`src/hdl/srm_defines.vh`:
```
// Constants of the serial receiver: offsets, field positions, reset values and sample counts.
`ifndef SRM_DEFINES_VH
`define SRM_DEFINES_VH
// ----------------------------------------------------------------------------
// Register byte offsets
// ----------------------------------------------------------------------------
`define SRM_ADDR_STATUS 8'h00
`define SRM_ADDR_DATA   8'h04
`define SRM_ADDR_BAUD   8'h08
`define SRM_ADDR_CTRL1  8'h0C
`define SRM_ADDR_CTRL2  8'h10
// ----------------------------------------------------------------------------
// Status register bits
// ----------------------------------------------------------------------------
`define SRM_ST_PE   0
`define SRM_ST_FE   1
`define SRM_ST_NE   2
`define SRM_ST_OVR  3
`define SRM_ST_IDLE 4
`define SRM_ST_RXF  5
`define SRM_ST_BRK  8
// ----------------------------------------------------------------------------
// Control register 1 bits
// ----------------------------------------------------------------------------
`define SRM_C1_PORT_EN 0
`define SRM_C1_RX_EN   1
`define SRM_C1_MUTE    2
`define SRM_C1_WAKE    3
`define SRM_C1_ODD     4
`define SRM_C1_PAR_EN  5
`define SRM_C1_WL9     6
`define SRM_C1_OS8     7
`define SRM_C1_RXF_IE  8
`define SRM_C1_IDLE_IE 9
`define SRM_C1_ERR_IE  10
`define SRM_C1_BRK_IE  11
`define SRM_C1_DMA_EN  12
`define SRM_C1_W       13
// ----------------------------------------------------------------------------
// Control register 2 fields
// ----------------------------------------------------------------------------
`define SRM_C2_ADDR_HI 3
`define SRM_C2_SYNC_EN 4
`define SRM_C2_CLOCK_IDLE_LEVEL    5
`define SRM_C2_CLOCK_SAMPLE_EDGE    6
`define SRM_C2_LASTCLK 7
`define SRM_C2_LIN_EN  8
`define SRM_C2_BRK11   9
`define SRM_C2_SC_EN   10
`define SRM_C2_W       11
// ----------------------------------------------------------------------------
// Reset values and counts
// ----------------------------------------------------------------------------
`define SRM_C1_RESET   13'h0000
`define SRM_C2_RESET   11'h000
`define SRM_BAUD_RESET 16'h0000
`define SRM_DIV_MIN    17'h00010
`define SRM_ACC_STEP   17'h00010
`define SRM_LAST16     5'h0F
`define SRM_LAST8      5'h07
`define SRM_MID16      5'h08
`define SRM_MID8       5'h04
`define SRM_BITS8      4'h8
`define SRM_BITS9      4'h9
`define SRM_BRK_TICKS10 8'hA0
`define SRM_BRK_TICKS11 8'hB0
`endif

```
`src/hdl/srm_baud_gen.v`:
```
// Fractional baud divider producing the receive oversampling tick.
`timescale 1ns/1ps
`include "srm_defines.vh"
module srm_baud_gen
(
   input  wire        mclk_i,
   input  wire        reset_i,
   input  wire        run_i,
   input  wire [15:0] divider_i,
   output reg         tick_o
);
   // ------------------------------------------------------------------------
   // Accumulator in sixteenths of a clock
   // ------------------------------------------------------------------------
   // A divider below one whole clock is raised to one so the tick never stalls.
   wire [16:0] div_w = ({1'b0, divider_i} < `SRM_DIV_MIN) ? `SRM_DIV_MIN : {1'b0, divider_i};
   reg  [16:0] acc_q;
   wire [16:0] sum_w = acc_q + `SRM_ACC_STEP;

   always @(posedge mclk_i or posedge reset_i)
   begin
      if (reset_i)
      begin
         acc_q  <= 17'h00000;
         tick_o <= 1'b0;
      end
      else if (!run_i)
      begin
         acc_q  <= 17'h00000;
         tick_o <= 1'b0;
      end
      else if (sum_w >= div_w)
      begin
         acc_q  <= sum_w - div_w;
         tick_o <= 1'b1;
      end
      else
      begin
         acc_q  <= sum_w;
         tick_o <= 1'b0;
      end
   end
endmodule

```
`src/hdl/srm_break_det.v`:
```
// Line break detector that watches the receive line independently of the receiver.
`timescale 1ns/1ps
`include "srm_defines.vh"
module srm_break_det
(
   input  wire mclk_i,
   input  wire reset_i,
   input  wire enable_i,
   input  wire long_i,
   input  wire tick_i,
   input  wire rx_i,
   output reg  detect_o
);
   reg  [7:0] cnt_q;
   reg        armed_q;
   wire [7:0] thr_w = long_i ? `SRM_BRK_TICKS11 : `SRM_BRK_TICKS10;

   // One pulse per low stretch; a high sample re-arms the detector.
   always @(posedge mclk_i or posedge reset_i)
   begin
      if (reset_i)
      begin
         cnt_q    <= 8'h00;
         armed_q  <= 1'b1;
         detect_o <= 1'b0;
      end
      else if (!enable_i || rx_i)
      begin
         cnt_q    <= 8'h00;
         armed_q  <= 1'b1;
         detect_o <= 1'b0;
      end
      else if (tick_i && armed_q)
      begin
         if (cnt_q == thr_w - 8'h01)
         begin
            detect_o <= 1'b1;
            armed_q  <= 1'b0;
         end
         else
         begin
            cnt_q    <= cnt_q + 8'h01;
            detect_o <= 1'b0;
         end
      end
      else
      begin
         detect_o <= 1'b0;
      end
   end
endmodule

```
`src/hdl/srm_receiver.v`:
```
// Serial receiver with mute, synchronous clock, line break and smart card handling, on APB.
// Behaviour
// Software keeps the receiver enabled while a character is arriving.
// Smart card parity error: pull data low half bit after frame, one bit long.
// Completed character sets receive-full flag; interrupt when its enable is set.
// Single buffer: data read or writing zero clears receive-full.
// DMA mode: flag set per byte, cleared when DMA reads data.
// An all-zero break frame is reported as a framing error.
// Idle frame handled like a frame; idle detection interrupts when enabled.
// Oversample select picks 8 or 16 samples per bit.
// Character completing while receive-full set raises overrun and its interrupt.
// On overrun the stored data stays and the new character is dropped.
// Overrun clears by reading status then data.
// Noise flag rises with receive-full; noisy character is still stored.
// Software avoids 8-sample mode with line break or smart card modes.
// Bad stop bit sets framing error; interrupt only in DMA mode if enabled.
// Sixteen-bit divider, 12 integer and 4 fraction bits, sets bit rate.
// While muted no receive flags are set and receive interrupts stay off; the code still sets the break flag while muted.
// Idle wake method: mute bit enters mute, idle frame clears it.
// Address wake: marked byte compares low nibble; match wakes, mismatch mutes.
// Sync clock pulses only during data bits.
// Last-bit pulse option, polarity and phase shape the sync clock.
// Line break detector with 10 or 11 bit threshold sets break flag.
// Break on idle line yields a zero character with framing error.
// Word length and parity enable select the frame layout.
// Parity select: even when clear, odd when set; characters checked.
// Majority of three centre samples; disagreement flags noise.
`timescale 1ns/1ps
`include "srm_defines.vh"
module srm_receiver
(
   input  wire        mclk_i,
   input  wire        reset_i,
   input  wire        psel_i,
   input  wire        penable_i,
   input  wire        pwrite_i,
   input  wire [7:0]  paddr_i,
   input  wire [31:0] pwdata_i,
   output reg  [31:0] prdata_o,
   output wire        pready_o,
   output wire        pslverr_o,
   input  wire        rx_i,
   output wire        sc_line_o,
   output reg         sc_line_oe_o,
   output reg         sync_clock_out_o,
   output wire        rx_dma_req_o,
   output wire        irq_o
);
   localparam ST_IDLE  = 3'h0;
   localparam ST_START = 3'h1;
   localparam ST_DATA  = 3'h2;
   localparam ST_STOP  = 3'h3;
   localparam ST_NACK  = 3'h4;

   // ------------------------------------------------------------------------
   // Registers and state
   // ------------------------------------------------------------------------
   reg  [`SRM_C1_W-1:0] ctrl1_q;
   reg  [`SRM_C2_W-1:0] ctrl2_q;
   reg  [15:0]          baud_q;
   reg  [8:0]           data_q;
   reg                  rxf_q;
   reg                  ovr_q;
   reg                  ne_q;
   reg                  fe_q;
   reg                  pe_q;
   reg                  idle_q;
   reg                  brk_q;
   reg                  seen_q;
   reg                  ack_q;
   reg                  rx_s1_q;
   reg                  rx_s2_q;
   reg                  rx_prev_q;
   reg  [2:0]           state_q;
   reg  [4:0]           smp_q;
   reg  [3:0]           bit_q;
   reg  [8:0]           shift_q;
   reg  [1:0]           vote_q;
   reg                  noise_q;
   reg                  force_fe_q;
   reg  [5:0]           nack_q;
   reg  [7:0]           idle_cnt_q;
   reg                  idle_armed_q;
   wire                 tick_w;
   wire                 brk_pulse_w;

   // ------------------------------------------------------------------------
   // Helpers
   // ------------------------------------------------------------------------
   function [4:0] last_smp;
      input os8;
      begin
         last_smp = os8 ? `SRM_LAST8 : `SRM_LAST16;
      end
   endfunction

   function [4:0] mid_smp;
      input os8;
      begin
         mid_smp = os8 ? `SRM_MID8 : `SRM_MID16;
      end
   endfunction

   wire       os8_w    = ctrl1_q[`SRM_C1_OS8];
   wire [4:0] last_w   = last_smp(os8_w);
   wire [4:0] mid_w    = mid_smp(os8_w);
   wire [3:0] nbits_w  = ctrl1_q[`SRM_C1_WL9] ? `SRM_BITS9 : `SRM_BITS8;
   wire       active_w = ctrl1_q[`SRM_C1_PORT_EN] & ctrl1_q[`SRM_C1_RX_EN];
   wire       rx_w     = rx_s2_q;
   wire       mute_w   = ctrl1_q[`SRM_C1_MUTE];
   wire       wake_w   = ctrl1_q[`SRM_C1_WAKE];

   // Three-sample vote at the bit centre.
   wire maj_w   = (vote_q[0] & vote_q[1]) | (vote_q[0] & rx_w) | (vote_q[1] & rx_w);
   wire noisy_w = ~((vote_q[0] == vote_q[1]) & (vote_q[1] == rx_w));
   wire in_frame_w = (state_q == ST_START) | (state_q == ST_DATA) | (state_q == ST_STOP);
   wire decide_w   = tick_w & in_frame_w & (smp_q == mid_w + 5'h01);
   wire bit_end_w  = tick_w & in_frame_w & (smp_q == last_w);
   wire done_w     = decide_w & (state_q == ST_STOP) & active_w;

   wire parity_bad_w = ctrl1_q[`SRM_C1_PAR_EN] & ((^shift_q) ^ ctrl1_q[`SRM_C1_ODD]);
   wire frame_err_w  = ~maj_w | force_fe_q;
   wire mark_w  = ctrl1_q[`SRM_C1_WL9] ? shift_q[8] : shift_q[7];
   wire is_addr_w = wake_w & mark_w;
   wire match_w = (shift_q[3:0] == ctrl2_q[`SRM_C2_ADDR_HI:0]);
   wire accept_w = done_w & (is_addr_w ? match_w : ~mute_w);

   wire [7:0] frame_ticks_w = {4'h0, nbits_w + 4'h2} * {3'h0, last_w + 5'h01};
   wire idle_evt_w = tick_w & active_w & (state_q == ST_IDLE) & rx_w & idle_armed_q &
                     (idle_cnt_q == frame_ticks_w - 8'h01);
   wire start_w = tick_w & active_w & (state_q == ST_IDLE) & rx_prev_q & ~rx_w;

   // ------------------------------------------------------------------------
   // APB slave
   // ------------------------------------------------------------------------
   wire acc_w   = psel_i & penable_i;
   wire fire_w  = acc_w & ack_q;
   wire mapped_w = (paddr_i == `SRM_ADDR_STATUS) | (paddr_i == `SRM_ADDR_DATA) |
                   (paddr_i == `SRM_ADDR_BAUD) | (paddr_i == `SRM_ADDR_CTRL1) |
                   (paddr_i == `SRM_ADDR_CTRL2);
   wire wr_w    = fire_w & pwrite_i;
   wire rd_st_w = fire_w & ~pwrite_i & (paddr_i == `SRM_ADDR_STATUS);
   wire rd_dt_w = fire_w & ~pwrite_i & (paddr_i == `SRM_ADDR_DATA);
   wire wr_st_w = wr_w & (paddr_i == `SRM_ADDR_STATUS);
   wire clr_err_w = rd_dt_w & seen_q;

   assign pready_o  = ack_q;
   assign pslverr_o = ack_q & ~mapped_w;

   wire [31:0] status_w = {23'h000000, brk_q, 2'h0, rxf_q, idle_q, ovr_q, ne_q, fe_q, pe_q};
   reg  [31:0] rdata_w;
   always @*
   begin
      case (paddr_i)
         `SRM_ADDR_STATUS: rdata_w = status_w;
         `SRM_ADDR_DATA:   rdata_w = {23'h000000, data_q};
         `SRM_ADDR_BAUD:   rdata_w = {16'h0000, baud_q};
         `SRM_ADDR_CTRL1:  rdata_w = {19'h00000, ctrl1_q};
         `SRM_ADDR_CTRL2:  rdata_w = {21'h000000, ctrl2_q};
         default:          rdata_w = 32'h00000000;
      endcase
   end

   always @(posedge mclk_i or posedge reset_i)
   begin
      if (reset_i)
      begin
         ack_q    <= 1'b0;
         prdata_o <= 32'h00000000;
      end
      else
      begin
         ack_q <= acc_w & ~ack_q;
         if (acc_w & ~ack_q)
         begin
            prdata_o <= pwrite_i ? 32'h00000000 : rdata_w;
         end
      end
   end

   // ------------------------------------------------------------------------
   // Control registers and mute state
   // ------------------------------------------------------------------------
   always @(posedge mclk_i or posedge reset_i)
   begin
      if (reset_i)
      begin
         ctrl1_q <= `SRM_C1_RESET;
         ctrl2_q <= `SRM_C2_RESET;
         baud_q  <= `SRM_BAUD_RESET;
      end
      else
      begin
         if (wr_w & (paddr_i == `SRM_ADDR_BAUD))
         begin
            baud_q <= pwdata_i[15:0];
         end
         if (wr_w & (paddr_i == `SRM_ADDR_CTRL2))
         begin
            ctrl2_q <= pwdata_i[`SRM_C2_W-1:0];
         end
         if (wr_w & (paddr_i == `SRM_ADDR_CTRL1))
         begin
            ctrl1_q <= pwdata_i[`SRM_C1_W-1:0];
         end
         else if (done_w & is_addr_w)
         begin
            ctrl1_q[`SRM_C1_MUTE] <= ~match_w;
         end
         else if (idle_evt_w & ~wake_w)
         begin
            ctrl1_q[`SRM_C1_MUTE] <= 1'b0;
         end
      end
   end

   // ------------------------------------------------------------------------
   // Status flags
   // ------------------------------------------------------------------------
   always @(posedge mclk_i or posedge reset_i)
   begin
      if (reset_i)
      begin
         data_q <= 9'h000;
         rxf_q  <= 1'b0;
         ovr_q  <= 1'b0;
         ne_q   <= 1'b0;
         fe_q   <= 1'b0;
         pe_q   <= 1'b0;
         idle_q <= 1'b0;
         brk_q  <= 1'b0;
         seen_q <= 1'b0;
      end
      else
      begin
         if (rd_st_w)
         begin
            seen_q <= 1'b1;
         end
         else if (rd_dt_w)
         begin
            seen_q <= 1'b0;
         end
         if (accept_w & ~rxf_q)
         begin
            data_q <= shift_q;
            rxf_q  <= 1'b1;
            ne_q   <= noise_q;
            fe_q   <= frame_err_w;
            pe_q   <= parity_bad_w;
         end
         else
         begin
            if (rd_dt_w | (wr_st_w & ~pwdata_i[`SRM_ST_RXF]))
            begin
               rxf_q <= 1'b0;
            end
            if (clr_err_w)
            begin
               ne_q <= 1'b0;
               fe_q <= 1'b0;
               pe_q <= 1'b0;
            end
         end
         if (accept_w & rxf_q)
         begin
            ovr_q <= 1'b1;
         end
         else if (clr_err_w)
         begin
            ovr_q <= 1'b0;
         end
         if (idle_evt_w & ~mute_w)
         begin
            idle_q <= 1'b1;
         end
         else if (clr_err_w)
         begin
            idle_q <= 1'b0;
         end
         if (brk_pulse_w)
         begin
            brk_q <= 1'b1;
         end
         else if (wr_st_w & ~pwdata_i[`SRM_ST_BRK])
         begin
            brk_q <= 1'b0;
         end
      end
   end

   // ------------------------------------------------------------------------
   // Receive sequencer
   // ------------------------------------------------------------------------
   always @(posedge mclk_i or posedge reset_i)
   begin
      if (reset_i)
      begin
         rx_s1_q      <= 1'b1;
         rx_s2_q      <= 1'b1;
         rx_prev_q    <= 1'b1;
         state_q      <= ST_IDLE;
         smp_q        <= 5'h00;
         bit_q        <= 4'h0;
         shift_q      <= 9'h000;
         vote_q       <= 2'h0;
         noise_q      <= 1'b0;
         force_fe_q   <= 1'b0;
         nack_q       <= 6'h00;
         idle_cnt_q   <= 8'h00;
         idle_armed_q <= 1'b1;
      end
      else
      begin
         rx_s1_q <= rx_i;
         rx_s2_q <= rx_s1_q;
         if (tick_w)
         begin
            rx_prev_q <= rx_w;
         end
         if (brk_pulse_w & in_frame_w)
         begin
            force_fe_q <= 1'b1;
         end
         if (tick_w & (state_q == ST_IDLE) & rx_w & (idle_cnt_q != frame_ticks_w))
         begin
            idle_cnt_q <= idle_cnt_q + 8'h01;
         end
         else if (tick_w & ~rx_w)
         begin
            idle_cnt_q <= 8'h00;
         end
         if (idle_evt_w)
         begin
            idle_armed_q <= 1'b0;
         end
         if (!active_w)
         begin
            state_q <= ST_IDLE;
         end
         else
         begin
            case (state_q)
               ST_IDLE:
               begin
                  if (start_w)
                  begin
                     state_q      <= ST_START;
                     smp_q        <= 5'h01;
                     shift_q      <= 9'h000;
                     noise_q      <= 1'b0;
                     force_fe_q   <= 1'b0;
                     idle_armed_q <= 1'b1;
                  end
               end
               ST_START, ST_DATA, ST_STOP:
               begin
                  if (tick_w)
                  begin
                     smp_q <= (smp_q == last_w) ? 5'h00 : smp_q + 5'h01;
                  end
                  if (tick_w & (smp_q == mid_w - 5'h01))
                  begin
                     vote_q[0] <= rx_w;
                  end
                  if (tick_w & (smp_q == mid_w))
                  begin
                     vote_q[1] <= rx_w;
                  end
                  if (decide_w)
                  begin
                     noise_q <= noise_q | noisy_w;
                  end
                  if (decide_w & (state_q == ST_START) & maj_w)
                  begin
                     state_q <= ST_IDLE;
                  end
                  else if (decide_w & (state_q == ST_DATA))
                  begin
                     shift_q[bit_q] <= maj_w;
                  end
                  else if (done_w)
                  begin
                     state_q <= (ctrl2_q[`SRM_C2_SC_EN] & parity_bad_w) ? ST_NACK : ST_IDLE;
                     nack_q  <= 6'h00;
                  end
                  if (bit_end_w & (state_q == ST_START))
                  begin
                     state_q <= ST_DATA;
                     bit_q   <= 4'h0;
                  end
                  else if (bit_end_w & (state_q == ST_DATA))
                  begin
                     if (bit_q == nbits_w - 4'h1)
                     begin
                        state_q <= ST_STOP;
                     end
                     else
                     begin
                        bit_q <= bit_q + 4'h1;
                     end
                  end
               end
               ST_NACK:
               begin
                  if (tick_w)
                  begin
                     nack_q <= nack_q + 6'h01;
                  end
                  if (tick_w & (nack_q == {last_w, 1'b0}))
                  begin
                     state_q <= ST_IDLE;
                  end
               end
               default:
               begin
                  state_q <= ST_IDLE;
               end
            endcase
         end
      end
   end

   // ------------------------------------------------------------------------
   // Smart card rejection and synchronous clock
   // ------------------------------------------------------------------------
   // The rejection pulse starts half a bit after the nominal stop end.
   wire nack_drive_w = (state_q == ST_NACK) & (nack_q >= {1'b0, last_w});
   wire last_bit_w   = (bit_q == nbits_w - 4'h1);
   wire clk_half_w   = ctrl2_q[`SRM_C2_CLOCK_SAMPLE_EDGE] ? (smp_q < mid_w) : (smp_q >= mid_w);
   wire clk_pulse_w  = ctrl2_q[`SRM_C2_SYNC_EN] & (state_q == ST_DATA) & clk_half_w &
                       (~last_bit_w | ctrl2_q[`SRM_C2_LASTCLK]);

   always @(posedge mclk_i or posedge reset_i)
   begin
      if (reset_i)
      begin
         sc_line_oe_o     <= 1'b0;
         sync_clock_out_o <= 1'b0;
      end
      else
      begin
         sc_line_oe_o     <= nack_drive_w;
         sync_clock_out_o <= ctrl2_q[`SRM_C2_CLOCK_IDLE_LEVEL] ^ clk_pulse_w;
      end
   end

   assign sc_line_o    = 1'b0;
   assign rx_dma_req_o = rxf_q & ctrl1_q[`SRM_C1_DMA_EN];

   // Receive interrupts are held off while muted.
   assign irq_o = ~mute_w & (((rxf_q | ovr_q) & ctrl1_q[`SRM_C1_RXF_IE]) |
                  (idle_q & ctrl1_q[`SRM_C1_IDLE_IE]) |
                  (brk_q & ctrl1_q[`SRM_C1_BRK_IE]) |
                  ((fe_q | ne_q | ovr_q) & ctrl1_q[`SRM_C1_ERR_IE] & ctrl1_q[`SRM_C1_DMA_EN]));

   // ------------------------------------------------------------------------
   // Sub-blocks
   // ------------------------------------------------------------------------
   srm_baud_gen u_baud
   (
      .mclk_i    (mclk_i),
      .reset_i   (reset_i),
      .run_i     (ctrl1_q[`SRM_C1_PORT_EN]),
      .divider_i (baud_q),
      .tick_o    (tick_w)
   );

   // Break thresholds assume 16 samples per bit; 8-sample mode is not used here.
   srm_break_det u_break
   (
      .mclk_i   (mclk_i),
      .reset_i  (reset_i),
      .enable_i (ctrl2_q[`SRM_C2_LIN_EN]),
      .long_i   (ctrl2_q[`SRM_C2_BRK11]),
      .tick_i   (tick_w),
      .rx_i     (rx_w),
      .detect_o (brk_pulse_w)
   );
endmodule

```
`config.mk`:
```
export PLATFORM = sky130hd
export DESIGN_NAME = srm_receiver
export DESIGN_NICKNAME = d
export VERILOG_FILES = /design/src/hdl/srm_baud_gen.v /design/src/hdl/srm_break_det.v /design/src/hdl/srm_receiver.v
export VERILOG_INCLUDE_DIRS = /design/src /design/src/hdl
export SDC_FILE = /design/constraint.sdc
export NUM_CORES = 1
export LEC_CHECK = 0
export BUFFER_PORTS_ARGS = -buffer_cell sky130_fd_sc_hd__buf_4
export CAP_MARGIN = 20
export CORE_MARGIN = 8
export CORE_UTILIZATION = 45
export DETAILED_ROUTE_END_ITERATION = 8
export GPL_ROUTABILITY_DRIVEN = 0
export SETUP_SLACK_MARGIN = 0.2
export SYNTH_ARGS = -nofsm -noshare
export SYNTH_HDL_FRONTEND = slang
export SYNTH_SLANG_ARGS = --single-unit
```
`constraint.sdc`:
```
create_clock -name mclk_i -period 5.2 [get_ports mclk_i]
set_input_delay 0.52 -clock mclk_i [delete_from_list [all_inputs] [get_ports mclk_i]]
set_output_delay 0.52 -clock mclk_i [all_outputs]
set_load 0.02 [all_outputs]
```
# Yosys cells after proc, flatten, opt, wreduce, memory -nomap -nowiden
# Index checks and enable logic that the tools add are counted.
[word_totals] regBits=163 in_bits=46 output_inout_bits=39 elab_cells=300
[op_classes] n_addsub=14 multipliers=1 magnitude_cmp=7 n_eq_ne=32 muxes=81 bitwise=98 n_reduce_logical=31
[ops] operator="$pmux 16 s5" n=1
[ops] operator="$and 1x1->1" n=65
[ops] operator="$mux 8" n=5
[ops] operator="$mux 1" n=38
[ops] operator="$mux 17" n=2
[ops] operator="$mux 32" n=1
[ops] operator="$mux 3" n=10
[ops] operator="$mux 9" n=3
[ops] operator="$mux 6" n=4
[ops] operator="$reduce_bool 2->1" n=12
[ops] operator="$mux 4" n=5
[ops] operator="$mux 5" n=4
[ops] operator="$or 1x1->1" n=18
[ops] operator="$pmux 9 s2" n=1
[ops] operator="$add 17x5->17 const B" n=1
[ops] operator="$ge 17x17->1" n=1
[ops] operator="$sub 17x17->17" n=1
[ops] operator="$add 8x1->8 const B" n=2
[ops] operator="$eq 8x4->1 const B" n=2
[ops] operator="$eq 8x8->1" n=2
[ops] operator="$lt 16x5->1 const B" n=1
[ops] operator="$mux 16" n=1
[ops] operator="$sub 8x1->8 const B" n=2
[ops] operator="$not 1->1" n=13
[ops] operator="47 further kinds" n=69

# Logic depth before layout (Yosys ltp)
# Gate-level depths: netlist of run 1.
[depth] ltp_word=15 depth_mapped=16 mapped_depth_nobuf=14

# By module
# Synthesis of run 1 repeated with hierarchy kept, for this count alone.
[hier_totals] hier_cells=914 hier_area_um2=9004.9
[by_module_without_submodules] module="srm_receiver" instances=1 cells_per_inst=619 area_per_inst_um2=6543.8 seq_area_each_um2=2982.9
[by_module_without_submodules] module="srm_baud_gen" instances=1 cells_per_inst=233 area_per_inst_um2=1900.6 seq_area_each_um2=450.4
[by_module_without_submodules] module="srm_break_det" instances=1 cells_per_inst=62 area_per_inst_um2=560.5 seq_area_each_um2=251.5

# Worst setup path before layout of run 1
# OpenSTA, ideal clock, no wires.
[synth_timing] path_type="reg2reg" start="register u_baud.acc_q[4]" end="register u_baud.acc_q[12]" setup_ns=0.134 arrival_time_ns=2.802 required_ns=5.066 setup_slack_ns=2.263 path_stages_with_launch=17 path_buffers=2 synth_period_minus_slack_ns=2.937 path_cell_list="dfrtp_1 > ha_1 > nand2_1 > nor2_1 > and3_1 > and3_1 > xor2_1 > ha_1 > clkbuf_2 > nand4_1 > nor3_1 > a31oi_1 > and2_4 > o211ai_2 > buf_6 > mux2i_1 > nor2_1"
[synth_between] elab_chain_len=4 word_cells_on_any_way=5 classes_between="add/sub (2); order compare (1); mux (2)"
[synth_rtl] item="start: declaration" line="srm_baud_gen.v:17" source="reg [16:0] acc_q;"
[synth_rtl] item="start signal: assignment" line="srm_baud_gen.v:34" source="acc_q <= sum_w - div_w;"
[synth_rtl] item="start signal: assignment" line="srm_baud_gen.v:39" source="acc_q <= sum_w;"
[synth_rtl] item="$add 17x5->17 (no line) (*)"
[synth_rtl] item="$sub 17x17->17 / $ge 17x17->1 (equally long branches)" line="srm_baud_gen.v:34, srm_baud_gen.v:32"
[synth_rtl] item="$mux 17 (*)" line="srm_baud_gen.v:32" source="else if (sum_w >= div_w)"
[synth_rtl] item="$mux 17 (*)" line="srm_baud_gen.v:27" source="else if (!run_i)"
# Every way passes the cells marked *; elsewhere a longest branch is shown, timed or not.
# A chain may end at the register's enable or synchronous reset.

# Worst setup path in the final report of run 1
[layout_timing] start="register u_baud.acc_q[4]" end="register u_baud.acc_q[6]"
# Same word-level chain as after synthesis.

==> impl_metrics.prom, run 1 <==
# TYPE chip_impl_metric gauge
chip_impl_info{name="ys_top_cells_by_count",value="142 x dfrtp_1, 106 x nand2_1, 53 x o21ai_0, 45 x nor2_1, 42 x inv_1"} 1
chip_impl_metric{name="critical_path.max_fanout",unit=""} 13
chip_impl_metric{name="switching_share",unit=""} 0.2318
chip_impl_metric{name="place.port_buffers",unit=""} 51
chip_impl_metric{name="num-fill-cells",unit=""} 1727
chip_impl_metric{name="synth.top_cell.area_share",unit=""} 0.4191
chip_impl_metric{name="max_slew_margin",unit=""} 0.3852
chip_impl_metric{name="ys_ff_latch",unit=""} 147
chip_impl_metric{name="postSynthCellCount",unit=""} 869
chip_impl_metric{name="finalWorstSetupSlack",unit="ns"} 1.479
chip_impl_metric{name="fp.coreArea",unit="µm²"} 18580
chip_impl_metric{name="layout-drive-gt1-share",unit=""} 0.1636
chip_impl_info{name="cts.root.buffer_cell",value="clkbuf_16"} 1
chip_impl_metric{name="place_inst",unit=""} 1126
chip_impl_metric{name="vias_per_cell",unit=""} 5.641
chip_impl_metric{name="clkSinkCount",unit=""} 147
chip_impl_metric{name="dieHeight",unit="µm"} 153.3
chip_impl_metric{name="fmaxAchievable",unit="GHz"} 0.2688
chip_impl_metric{name="final-max-slew-violation-count",unit=""} 0
chip_impl_info{name="netlist.top_cell.by_area",value="dfrtp_1"} 1
chip_impl_metric{name="routed_wl",unit="µm"} 21070
chip_impl_info{name="synth_ff_type",value="dfrtp_1"} 1
chip_impl_info{name="setup.worst_path.start_class",value="flip-flop"} 1
chip_impl_metric{name="global_route.usage.total",unit=""} 0.1854
chip_impl_metric{name="vias",unit=""} 6527
chip_impl_metric{name="peakVddDrop",unit="mV"} 0.2451
chip_impl_metric{name="route.antenna.remaining_nets",unit=""} 0
chip_impl_metric{name="gr_ovfl_total",unit=""} 0
chip_impl_metric{name="clk_path_buf_depth",unit=""} 2
chip_impl_info{name="family_of_cells_with_the_greatest_summed_delay_on_the_critical_path",value="simple AND/OR/NAND/NOR gates"} 1
chip_impl_metric{name="synth.yosys.warnings",unit=""} 0
chip_impl_metric{name="comb_power_share",unit=""} 0.032
chip_impl_metric{name="ios",unit=""} 85
chip_impl_info{name="post-synth-top-count-cell",value="dfrtp_1"} 1
chip_impl_metric{name="power_report.internal_total",unit="mW"} 1.838
chip_impl_metric{name="post_route_fraction_of_the_period_consumed_by_the_critical_path",unit=""} 0.7156
chip_impl_info{name="crit_path_cell_trace",value="ha_1 -> nand2_1 -> nor2_1 -> and3_1 -> and3_1 -> xor2_1 -> ha_1 -> nand4_1 -> nor3_1 -> a31oi_1 -> and2_4 -> o211ai_2 -> buf_4 -> nand2_1 -> o22ai_1"} 1
chip_impl_info{name="min_path_type",value="input pin to flip-flop"} 1
chip_impl_metric{name="timing.final.crit_period",unit="ns"} 3.721
chip_impl_metric{name="share_clk_of_total_power",unit=""} 0.486
chip_impl_metric{name="antenna_cells",unit=""} 0
chip_impl_metric{name="clk-insertion-delay-late",unit="ns"} 0.42
chip_impl_metric{name="worstHoldPathCells",unit=""} 1
chip_impl_info{name="hold_path.startpoint",value="rx_i"} 1
chip_impl_metric{name="tns",unit="ns"} 0
chip_impl_metric{name="initial_cell_density_of_the_core",unit=""} 0.4563
chip_impl_metric{name="clk_transition_reported_paths",unit="ns"} 0.06
chip_impl_metric{name="finalCoreUtilization",unit=""} 0.5108
chip_impl_metric{name="pwr_density_cell",unit="nW/µm²"} 252.1
chip_impl_metric{name="netlist_area",unit="µm²"} 8478
chip_impl_info{name="rsz_0062_raised_after_global_routing",value="no"} 1
chip_impl_info{name="result_of_the_run",value="finished, final reports clean"} 1
chip_impl_metric{name="finalHoldViolations",unit=""} 0
chip_impl_metric{name="crit_arrival",unit="ns"} 4.06
chip_impl_metric{name="ctsResizeCount",unit=""} 0
chip_impl_info{name="cts_tree",value="done"} 1
chip_impl_metric{name="first_pass_grt_wire_length",unit="µm"} 34870
chip_impl_metric{name="htreeDepth",unit=""} 4
chip_impl_metric{name="numCtsBuffers",unit=""} 17
chip_impl_info{name="crit_path_end_kind",value="flip-flop"} 1
chip_impl_metric{name="nNetsFinal",unit=""} 995
chip_impl_info{name="min_delay_worst_endpoint",value="rx_s1_q"} 1
chip_impl_metric{name="drt_pre_antenna_iters",unit=""} 6
chip_impl_metric{name="post_synth.cell_area_avg",unit="µm²"} 9.756
chip_impl_metric{name="dp_hpwl",unit="µm"} 15410
chip_impl_info{name="synth_top_cells_by_area",value="dfrtp_1 42%, ha_1 5.5%, nand2_1 4.7%"} 1
chip_impl_metric{name="seq_power_share",unit=""} 0.481
chip_impl_metric{name="critPathMaxStageDelay",unit="ns"} 0.40
chip_impl_metric{name="timing.clock.skew",unit="ns"} 0.01053
chip_impl_metric{name="synth_edf_count",unit=""} 0
chip_impl_metric{name="post-route-drc-count",unit=""} 0
chip_impl_metric{name="grt_start_max_net_pins",unit=""} 102
chip_impl_metric{name="timing.critical_path.required",unit="ns"} 5.54
chip_impl_metric{name="detail_route.iter0.violations",unit=""} 467
chip_impl_metric{name="asyncSetResetFlopFracSynth",unit=""} 1.000
chip_impl_metric{name="preCtsSetupSlack",unit="ns"} 1.526
chip_impl_metric{name="reg2reg_slack",unit="ns"} 1.48
chip_impl_metric{name="cts_hold_repair.buffers",unit=""} 0
chip_impl_metric{name="worst_r2r_path_depth",unit=""} 15
chip_impl_metric{name="fp-row-count",unit=""} 50
chip_impl_metric{name="first_global_vias",unit=""} 6476
chip_impl_metric{name="area_growth_syn_to_layout",unit="%"} 11.94
chip_impl_metric{name="drv_cap",unit=""} 0
chip_impl_metric{name="number_of_antenna_violations_at_the_first_check_in_global_routing",unit=""} 0
chip_impl_metric{name="fp.dieW",unit="µm"} 153.3
chip_impl_info{name="worstSetupPathType",value="flip-flop to flip-flop"} 1
chip_impl_metric{name="postCtsSetupRepairBufs",unit=""} 0
chip_impl_metric{name="final_cells",unit=""} 1157
chip_impl_metric{name="ys_seq_area_frac",unit=""} 0.4346
chip_impl_metric{name="floorplan.die_area",unit="µm²"} 23490
chip_impl_info{name="r2r_start",value="u_baud.acc_q[4]"} 1
chip_impl_metric{name="routedWlPerCell",unit="µm"} 18.21
chip_impl_info{name="crit_path_top_delay_cell",value="dfrtp_1"} 1
chip_impl_metric{name="setup_violations",unit=""} 0
chip_impl_metric{name="post_synth_num_cell_types",unit=""} 79
chip_impl_info{name="reg2reg_to",value="u_baud.acc_q[6]"} 1
chip_impl_metric{name="power.switching",unit="mW"} 0.5547
chip_impl_metric{name="timing.critical_path.buf_inv",unit=""} 1
chip_impl_metric{name="timing_worst_slew_pin_value",unit="ns"} 0.9222
chip_impl_metric{name="overall_power",unit="mW"} 2.393
chip_impl_metric{name="static_power_due_to_leakage",unit="nW"} 4.466
[registers in the layout (all words and copies together), names as in the netlist, 2 cells and up]
register,cells
idle_cnt_q,8
u_baud.acc_q,17
baud_q,16
ctrl1_q,13
ctrl2_q,11
bit_q,4
state_q,3
shift_q,9
vote_q,2
nack_q,6
data_q,9
smp_q,5
prdata_o,16
u_break.cnt_q,8
[kinds of logic (layout without fill, tap and decap cells)]
logic type      Yosys count  count (layout)  synth area share
other cells               1              17         0.0004423
fa+ha+maj                38              38           0.05697
flops                   147             147            0.4346
mux                      52              52           0.07113
compound gates          186             186            0.1420
buf+inv                  91             129           0.05593
simple gates            301             301            0.1842
xor+xnor                 53              53           0.05475
[power by group through the flow]
| stage | clock network [mW] | registers [mW] | logic, mW |
|---|---|---|---|
| after global placement | 0 | 1.17 | 0.0797 |
| final | 1.16 | 1.15 | 0.0773 |
| after global routing | 1.24 | 1.15 | 0.0874 |
| after detailed placement | 0 | 1.17 | 0.0795 |
| after CTS | 1.19 | 1.15 | 0.0798 |
| after floorplan | 0 | 1.17 | 0.0518 |
[cells in the final DEF, fill, tap and decap left out, types with 5 or more instances in the layout]
master and count:
a211oi_1 6, a21o_1 12, a21oi_1 37, a222oi_1 11
a22oi_1 11, a31oi_1 8, and2_1 6, and3_1 11
buf_4 56, clkbuf_16 17, conb_1 17, dfrtp_1 142
dfstp_2 5, ha_1 37, inv_1 41, mux2_1 5
mux2_2 29, mux2_4 8, mux2i_1 10, nand2_1 106
nand2b_1 10, nand3_1 41, nand4_1 11, nand4b_1 5
nor2_1 45, nor3_1 16, nor4_1 7, o21ai_0 53
o21ai_1 11, o31ai_1 5, or3_1 6, xnor2_1 29
xor2_1 24
[metal layers]
metal	vias to the layer above	routed length [µm]	track usage
met5	-	0	0
met4	0	551	0.06880
met3	36	1088	0.04229
met2	165	9618	0.2896
met1	3166	9811	0.2465
li1	3160	-	-
[stage by stage]
stage / hold WS, ns / area, µm²
after floorplan: 0.3452 / 8538
after global placement: 0.3489 / 8940
after detailed placement: 0.3472 / 8940
after CTS: 0.1841 / 9490
after global routing: 0.1809 / 9490
final: 0.2050 / 9490
[worst max-delay path by stage]
stage                    start               end  slack, ns  cells past startpoint
6_report       u_baud.acc_q[4]   u_baud.acc_q[6]       1.48                     15
5_1_grt        u_baud.acc_q[4]  u_baud.acc_q[11]       1.18                     15
4_1_cts        u_baud.acc_q[4]   u_baud.acc_q[6]       1.51                     15
3_5_place_dp   u_baud.acc_q[4]   u_baud.acc_q[6]       1.53                     15
3_3_place_gp   u_baud.acc_q[4]  u_baud.acc_q[11]       1.62                     15
2_1_floorplan          reset_i         baud_q[0]       0.74                      1
[final cells by class]
| type | instances | area [µm²] | area share |
|---|---|---|---|
| inverters | 42 | 162.7 | 0.01714 |
| clock inverters | 12 | 107.6 | 0.01134 |
| repair buffers | 56 | 420.4 | 0.04430 |
| flip-flops and latches | 147 | 3685 | 0.3883 |
| clock buffers | 19 | 442.9 | 0.04667 |
| multi-input cells | 647 | 4379 | 0.4614 |
| well taps | 234 | 292.8 | 0.03085 |
Power figures use the tool's default switching activity.
==> inputs of run 2 (changes only) <==
--- a/config.mk
+++ b/config.mk
@@ -6,6 +6,7 @@
 export SDC_FILE = /design/constraint.sdc
 export NUM_CORES = 1
 export LEC_CHECK = 0
+export ABC_AREA = 1
 export BUFFER_PORTS_ARGS = -buffer_cell sky130_fd_sc_hd__buf_4
 export CAP_MARGIN = 20
 export CORE_MARGIN = 8
==> constraint.sdc (replaced) <==
create_clock -name mclk_i -period 3.83 [get_ports mclk_i]
set_input_delay 0.383 -clock mclk_i [delete_from_list [all_inputs] [get_ports mclk_i]]
set_output_delay 0.383 -clock mclk_i [all_outputs]
set_load 0.02 [all_outputs]
==> impl_metrics.prom, run 2 <==
# TYPE chip_impl_metric gauge
chip_impl_metric{name="htreeDepth",unit=""} 4
chip_impl_metric{name="post-route-drc-count",unit=""} 0
chip_impl_metric{name="ys_seq_area_frac",unit=""} 0.4019
chip_impl_metric{name="dieHeight",unit="µm"} 158.7
chip_impl_metric{name="pwr_density_cell",unit="nW/µm²"} 413.9
chip_impl_metric{name="clk_transition_reported_paths",unit="ns"} 0.06
chip_impl_metric{name="gr_ovfl_total",unit=""} 0
chip_impl_metric{name="reg2reg_slack",unit="ns"} 0.67
chip_impl_metric{name="timing.hold.ws",unit="ns"} 0.03930
chip_impl_info{name="min_path_type",value="input pin to asynchronous set/reset pin"} 1
chip_impl_metric{name="number_of_antenna_violations_at_the_first_check_in_global_routing",unit=""} 0
chip_impl_metric{name="global_route.usage.total",unit=""} 0.1943
chip_impl_metric{name="worst_r2r_path_depth",unit=""} 18
chip_impl_info{name="netlist.top_cell.by_area",value="dfrtp_1"} 1
chip_impl_metric{name="timing.critical_path.required",unit="ns"} 4.13
chip_impl_metric{name="route.antenna.remaining_nets",unit=""} 0
chip_impl_metric{name="initial_cell_density_of_the_core",unit=""} 0.4560
chip_impl_info{name="commonest_non_fill_non_tap_cell_in_the_layout",value="nand2_1"} 1
chip_impl_metric{name="synth_simple_gate_area_share",unit=""} 0.3120
chip_impl_info{name="r2r_start",value="u_baud.acc_q[4]"} 1
chip_impl_info{name="post-synth-top-count-cell",value="nand2_1"} 1
chip_impl_metric{name="first_pass_grt_wire_length",unit="µm"} 40290
chip_impl_metric{name="cts_hold_repair.buffers",unit=""} 0
chip_impl_metric{name="final-max-slew-violation-count",unit=""} 0
chip_impl_metric{name="peakVddDrop",unit="mV"} 0.2627
chip_impl_metric{name="place.port_buffers",unit=""} 51
chip_impl_metric{name="postCtsSetupRepairBufs",unit=""} 0
chip_impl_metric{name="ys_ff_latch",unit=""} 147
chip_impl_info{name="setup.worst_path.start_class",value="flip-flop"} 1
chip_impl_metric{name="timing_worst_slew_pin_value",unit="ns"} 0.9951
chip_impl_metric{name="vias",unit=""} 8136
chip_impl_metric{name="finalCoreUtilization",unit=""} 0.5154
chip_impl_metric{name="synth.top_cell.area_share",unit=""} 0.3876
chip_impl_metric{name="finalHoldViolations",unit=""} 0
chip_impl_metric{name="fp.dieW",unit="µm"} 158.7
chip_impl_metric{name="postSynthCellCount",unit=""} 1264
chip_impl_info{name="most_used_cells_in_the_layout_excluding_fill_and_tap_cells",value="396 x nand2_1, 172 x inv_1, 142 x dfrtp_1"} 1
chip_impl_metric{name="asyncSetResetFlopFracSynth",unit=""} 1.000
chip_impl_info{name="worstSetupPathType",value="flip-flop to flip-flop"} 1
chip_impl_metric{name="static_power_due_to_leakage",unit="nW"} 5.451
chip_impl_metric{name="first_global_vias",unit=""} 7729
chip_impl_metric{name="synth_edf_count",unit=""} 0
chip_impl_metric{name="drt_pre_antenna_iters",unit=""} 5
chip_impl_info{name="cts_tree",value="done"} 1
chip_impl_metric{name="nNetsFinal",unit=""} 1400
chip_impl_metric{name="synth.yosys.warnings",unit=""} 0
chip_impl_metric{name="detail_route.iter0.violations",unit=""} 598
chip_impl_metric{name="dp_hpwl",unit="µm"} 18380
chip_impl_metric{name="routedWlPerCell",unit="µm"} 15.07
chip_impl_metric{name="routed_wl",unit="µm"} 24100
chip_impl_metric{name="multi_input_comb_area",unit="µm²"} 4611
chip_impl_metric{name="setup_violations",unit=""} 0
chip_impl_metric{name="critical_path.max_fanout",unit=""} 16
chip_impl_metric{name="antenna_cells",unit=""} 0
chip_impl_metric{name="clk_path_buf_depth",unit=""} 2
chip_impl_info{name="cts.root.buffer_cell",value="clkbuf_16"} 1
chip_impl_metric{name="post_synth_xor_area_fraction",unit=""} 0.03917
chip_impl_metric{name="ctsResizeCount",unit=""} 0
chip_impl_metric{name="post_synth_num_cell_types",unit=""} 52
chip_impl_metric{name="synth_mux_area_frac",unit=""} 0.001228
chip_impl_metric{name="post_route_fraction_of_the_period_consumed_by_the_critical_path",unit=""} 0.8249
chip_impl_info{name="crit_path_end_kind",value="flip-flop"} 1
chip_impl_metric{name="fp.coreArea",unit="µm²"} 20100
chip_impl_metric{name="drv_cap",unit=""} 0
chip_impl_metric{name="vias_per_cell",unit=""} 5.088
chip_impl_info{name="synth_top_family_by_area",value="simple AND/OR/NAND/NOR gates"} 1
chip_impl_metric{name="regArea",unit="µm²"} 3685
chip_impl_metric{name="layout-drive-gt1-share",unit=""} 0.09255
chip_impl_metric{name="timing.final.crit_period",unit="ns"} 3.159
chip_impl_info{name="top_flop_regs",value="u_baud.acc_q x17, baud_q x16, prdata_o x16"} 1
chip_impl_metric{name="area_growth_syn_to_layout",unit="%"} 13.02
chip_impl_metric{name="timing.clock.skew",unit="ns"} 0.009288
chip_impl_info{name="synth_top_cells_by_area",value="dfrtp_1 39%, nand2_1 16%, inv_1 7.1%"} 1
chip_impl_info{name="largest-register",value="u_baud.acc_q"} 1
chip_impl_metric{name="ios",unit=""} 85
chip_impl_metric{name="clk-insertion-delay-late",unit="ns"} 0.42
chip_impl_metric{name="fmaxAchievable",unit="GHz"} 0.3165
chip_impl_info{name="result_of_the_run",value="finished, final reports clean"} 1
chip_impl_metric{name="post_synth.cell_area_avg",unit="µm²"} 7.253
chip_impl_metric{name="clkSinkCount",unit=""} 147
chip_impl_metric{name="synth_area_in_compound_gates",unit=""} 0.09090
chip_impl_info{name="rsz_0062_raised_after_global_routing",value="no"} 1
chip_impl_metric{name="grt_start_max_net_pins",unit=""} 87
chip_impl_metric{name="max_slew_margin",unit=""} 0.3350
chip_impl_metric{name="netlist_area",unit="µm²"} 9168
chip_impl_metric{name="fp-row-count",unit=""} 52
chip_impl_info{name="ys_top_cells_by_count",value="396 x nand2_1, 173 x inv_1, 142 x dfrtp_1, 105 x nor2_1"} 1
chip_impl_info{name="reg2reg_to",value="u_baud.acc_q[8]"} 1
chip_impl_info{name="synth_ff_type",value="dfrtp_1"} 1
chip_impl_metric{name="synth-adder-area-share",unit=""} 0.05268
chip_impl_metric{name="tns",unit="ns"} 0
chip_impl_metric{name="floorplan.die_area",unit="µm²"} 25200
chip_impl_metric{name="crit_arrival",unit="ns"} 3.46
chip_impl_metric{name="largest_register_ffs",unit=""} 17
chip_impl_metric{name="numCtsBuffers",unit=""} 17
chip_impl_metric{name="num-fill-cells",unit=""} 1990
==> run 2: final cells by class <==
type | count | share of cell area
Clock buffer | 19 | 0.04275
Clock inverter | 13 | 0.01522
Inverter | 176 | 0.06412
Multi-Input combinational cell | 914 | 0.4450
Sequential cell | 147 | 0.3556
Tap cell | 270 | 0.03260
Timing Repair Buffer | 60 | 0.04468
==> run 2: worst max-delay path, stage by stage, from the launching register on <==
cell and delay (ns):
dfrtp_1 0.42, ha_1 0.19, nand2_1 0.08, nor2_2 0.27, nand3_1 0.13, xor2_1 0.14
inv_1 0.08, ha_1 0.37, nand2_1 0.11, nor2_1 0.18, nand2_1 0.10, nor2_1 0.09
nor2_1 0.05, nand2_1 0.06, inv_1 0.07, nand2_1 0.44, nand2_1 0.12, nand2_1 0.09
nor2_1 0.04
==> run 2: per-layer routing <==
layer  global-route usage  part of all wire  up-vias
li1                     -                 -     4121
met1               0.2804              0.50     3778
met2               0.2941              0.43      221
met3              0.03981             0.063       16
met4              0.04156            0.0092        0
met5                    0                 0        -
==> run 2: metrics by stage <==
stage | power, mW | cells | setup slack, ns | cell area, µm²
finish | 4.289 | 1599 | 0.6707 | 10360
global route | 4.536 | 1599 | 0.3582 | 10360
CTS | 4.326 | 1599 | 0.6964 | 10360
detailed placement | 2.602 | 1567 | 0.7227 | 9761
global placement | 2.602 | 1567 | 0.7285 | 9761
floorplan | 2.382 | 1280 | 1.212 | 9231
==> run 2: worst max-delay path by stage <==
| stage | startpoint | to | slack, ns | depth (start not counted) |
|---|---|---|---|---|
| after global routing | u_baud.acc_q[4] | u_baud.acc_q[16] | 0.36 | 17 |
| final | u_baud.acc_q[4] | u_baud.acc_q[8] | 0.67 | 18 |
| after floorplan | u_baud.acc_q[4] | u_baud.acc_q[1] | 1.21 | 18 |
| after CTS | u_baud.acc_q[4] | u_baud.acc_q[8] | 0.70 | 18 |
| after detailed placement | u_baud.acc_q[4] | u_baud.acc_q[8] | 0.72 | 18 |
| after global placement | u_baud.acc_q[4] | u_baud.acc_q[8] | 0.73 | 18 |
==> run 2: where the power goes <==
group	switching [mW]	leakage (nW)	total [mW]	internal (mW)
sequential	0.0404	1.91	1.64	1.60
clock	0.669	0.286	1.71	1.04
combinational	0.607	3.26	0.943	0.336
==> run 2: cells by family (layout without fill, tap and decap cells) <==
group                      Yosys count  after routing
AOI/OAI and AO/OA                  147            147
and+or+nand+nor                    670            670
buffers and inverters              219            268
adders and majority gates           38             38
muxes                                1              1
DFF                                147            147
other                                1             17
xor gates and xnor gates            41             41
==> inputs of run 3 (changes only) <==
--- a/config.mk
+++ b/config.mk
@@ -6,7 +6,7 @@
 export SDC_FILE = /design/constraint.sdc
 export NUM_CORES = 1
 export LEC_CHECK = 0
-export ABC_AREA = 1
+export ABC_AREA = 0
 export BUFFER_PORTS_ARGS = -buffer_cell sky130_fd_sc_hd__buf_4
 export CAP_MARGIN = 20
 export CORE_MARGIN = 8
==> constraint.sdc (replaced) <==
create_clock -name mclk_i -period 3.3 [get_ports mclk_i]
set_input_delay 0.33 -clock mclk_i [delete_from_list [all_inputs] [get_ports mclk_i]]
set_output_delay 0.33 -clock mclk_i [all_outputs]
set_load 0.02 [all_outputs]
==> impl_metrics.prom, run 3 (synthesis gave the netlist of run 1 again) <==
# TYPE chip_impl_metric gauge
chip_impl_metric{name="detailed_place.area",unit="µm²"} 9106
chip_impl_info{name="result_of_the_run",value="finished, final reports clean"} 1
chip_impl_metric{name="tns",unit="ns"} 0
chip_impl_metric{name="drt_pre_antenna_iters",unit=""} 6
chip_impl_metric{name="number_of_antenna_violations_at_the_first_check_in_global_routing",unit=""} 0
chip_impl_info{name="most_used_cells_in_the_layout_excluding_fill_and_tap_cells",value="141 x dfrtp_1, 105 x nand2_1, 75 x buf_4"} 1
chip_impl_metric{name="timing.critical_path.required",unit="ns"} 3.65
chip_impl_metric{name="area_growth_syn_to_layout",unit="%"} 17.41
chip_impl_info{name="top_flop_regs",value="u_baud.acc_q x17, baud_q x16, prdata_o x16"} 1
chip_impl_metric{name="clk_transition_reported_paths",unit="ns"} 0.06
chip_impl_metric{name="route.antenna.remaining_nets",unit=""} 0
chip_impl_metric{name="routedWlPerCell",unit="µm"} 18.42
chip_impl_metric{name="vias",unit=""} 6642
chip_impl_metric{name="clkSinkCount",unit=""} 147
chip_impl_metric{name="regArea",unit="µm²"} 3686
chip_impl_metric{name="nNetsFinal",unit=""} 1023
chip_impl_metric{name="drv_cap",unit=""} 0
chip_impl_metric{name="htreeDepth",unit=""} 4
chip_impl_metric{name="peakVddDrop",unit="mV"} 0.3561
chip_impl_metric{name="routed_wl",unit="µm"} 21840
chip_impl_info{name="cts.root.buffer_cell",value="clkbuf_16"} 1
chip_impl_metric{name="critical_path.max_fanout",unit=""} 4
chip_impl_metric{name="gr_ovfl_total",unit=""} 0
chip_impl_metric{name="pwr_density_cell",unit="nW/µm²"} 394.4
chip_impl_metric{name="final_cells",unit=""} 1186
chip_impl_metric{name="grt_start_max_net_pins",unit=""} 43
chip_impl_metric{name="timing.clock.skew",unit="ns"} 0.009009
chip_impl_metric{name="antenna_cells",unit=""} 0
chip_impl_metric{name="initial_cell_density_of_the_core",unit=""} 0.4563
chip_impl_info{name="crit_path_end_kind",value="flip-flop"} 1
chip_impl_metric{name="detail_route.iter0.violations",unit=""} 504
chip_impl_info{name="rsz_0062_raised_after_global_routing",value="yes"} 1
chip_impl_metric{name="dp_hpwl",unit="µm"} 15990
chip_impl_metric{name="first_pass_grt_wire_length",unit="µm"} 35330
chip_impl_metric{name="fp.coreArea",unit="µm²"} 18580
chip_impl_metric{name="multi_input_comb_area",unit="µm²"} 4542
chip_impl_metric{name="fp-row-count",unit=""} 50
chip_impl_metric{name="vias_per_cell",unit=""} 5.600
chip_impl_info{name="min_path_type",value="input pin to asynchronous set/reset pin"} 1
chip_impl_metric{name="timing.final.crit_period",unit="ns"} 2.999
chip_impl_metric{name="max_slew_margin",unit=""} 0.4599
chip_impl_metric{name="numCtsBuffers",unit=""} 17
chip_impl_metric{name="post-route-drc-count",unit=""} 0
chip_impl_info{name="commonest_non_fill_non_tap_cell_in_the_layout",value="dfrtp_1"} 1
chip_impl_metric{name="ios",unit=""} 85
chip_impl_metric{name="fp.dieW",unit="µm"} 153.3
chip_impl_metric{name="post-route-cell-area",unit="µm²"} 9955
chip_impl_metric{name="setup_violations",unit=""} 0
chip_impl_metric{name="layout-drive-gt1-share",unit=""} 0.2122
chip_impl_info{name="worstSetupPathType",value="flip-flop to flip-flop"} 1
chip_impl_metric{name="num-fill-cells",unit=""} 1685
chip_impl_metric{name="crit_arrival",unit="ns"} 3.34
chip_impl_info{name="largest-register",value="u_baud.acc_q"} 1
chip_impl_info{name="setup.worst_path.start_class",value="flip-flop"} 1
chip_impl_metric{name="finalHoldViolations",unit=""} 0
chip_impl_metric{name="fmaxAchievable",unit="GHz"} 0.3334
chip_impl_metric{name="floorplan.die_area",unit="µm²"} 23490
chip_impl_metric{name="clk-insertion-delay-late",unit="ns"} 0.42
chip_impl_metric{name="place.port_buffers",unit=""} 51
chip_impl_metric{name="place_inst",unit=""} 1145
chip_impl_metric{name="largest_register_ffs",unit=""} 17
chip_impl_metric{name="clk_path_buf_depth",unit=""} 2
chip_impl_metric{name="global_route.usage.total",unit=""} 0.1876
chip_impl_info{name="cts_tree",value="done"} 1
chip_impl_metric{name="dieHeight",unit="µm"} 153.3
chip_impl_metric{name="static_power_due_to_leakage",unit="nW"} 4.680
chip_impl_metric{name="timing_worst_slew_pin_value",unit="ns"} 0.8085
chip_impl_metric{name="final-max-slew-violation-count",unit=""} 0
chip_impl_metric{name="post_route_fraction_of_the_period_consumed_by_the_critical_path",unit=""} 0.9089
chip_impl_metric{name="first_global_vias",unit=""} 6543
-- run 3: cell count changes in the layout (fill, tap and decap cells not counted), moves of 15 or more --
cell	change
o21ai_0	-35
mux2_2	+28
nand4_1	-31
xnor2_1	+15
inv_1	-131
nor2_1	-62
buf_4	+16
nand2_1	-291
nand3_1	-51
-- run 3: final timing paths --
path	start	end	slack [ns]	cells after the start
max	u_baud.acc_q[4]	u_baud.acc_q[10]	0.30	16
min	reset_i	data_q[8]	0.06	2
max reg2reg	u_baud.acc_q[4]	u_baud.acc_q[10]	0.30	16
min reg2reg	rx_s1_q	rx_s2_q	0.36	0
max in group asynchronous	reset_i	u_break.armed_q	2.40	3
min in group mclk_i	pwdata_i[14]	baud_q[14]	0.11	3
-- run 3: stage by stage --
stage / power, mW / hold slack [ns] / util / setup slack, ns
2_1_floorplan: 1.928 / 0.3345 / - / 0.3634
3_3_place_gp: 1.980 / 0.3469 / 0.4901 / 0.1347
3_5_place_dp: 1.981 / 0.3542 / 0.4901 / 0.1170
4_1_cts: 3.956 / 0.06893 / 0.5251 / 0.2336
5_1_grt: 4.054 / 0.09532 / 0.5358 / 0.1460
6_report: 3.926 / 0.05825 / 0.5358 / 0.3007
-- run 3: worst max-delay path: stages (launching register included) --
cell	delay [ns]
dfrtp_1	0.43
ha_4	0.19
nand2_4	0.08
nor2_4	0.04
and3_4	0.18
and3_4	0.18
xor2_2	0.15
ha_1	0.30
nand4_1	0.17
nor3_2	0.23
a31oi_2	0.12
and2_4	0.19
o211ai_4	0.09
buf_2	0.20
buf_2	0.16
nand3_1	0.07
a21oi_1	0.14
-- run 3: final cells by class --
type / instances / share of cell area
Clock buffer: 18 / 0.04311
Clock inverter: 14 / 0.01634
Inverter: 42 / 0.01621
Multi-Input combinational cell: 647 / 0.4563
Sequential cell: 147 / 0.3703
Tap cell: 234 / 0.02941
Timing Repair Buffer: 84 / 0.06838
-- run 3: timing repair --
| action | in CTS | in global routing |
|---|---|---|
| setup endpoints to repair | 14 | 17 |
| gates resized for setup | 8 | 29 |
| setup buffers | 0 | 7 |
| pin swaps | 1 | 11 |
| hold buffers | 1 | 0 |
| hold endpoints to repair | 1 | 0 |
| cloned | 1 | 0 |
-- run 3: metal layers --
metal | vias up | GRT usage | routed length [µm]
met5 | - | 0 | 0
met4 | 0 | 0.06315 | 313
met3 | 20 | 0.03609 | 915
met2 | 151 | 0.2975 | 10370
met1 | 3257 | 0.2524 | 10240
li1 | 3214 | - | -
-- run 3: report_power, final --
part	internal (mW)	switching (mW)
Sequential	1.81	0.00675
Combinational	0.0419	0.0901
Clock	1.18	0.795
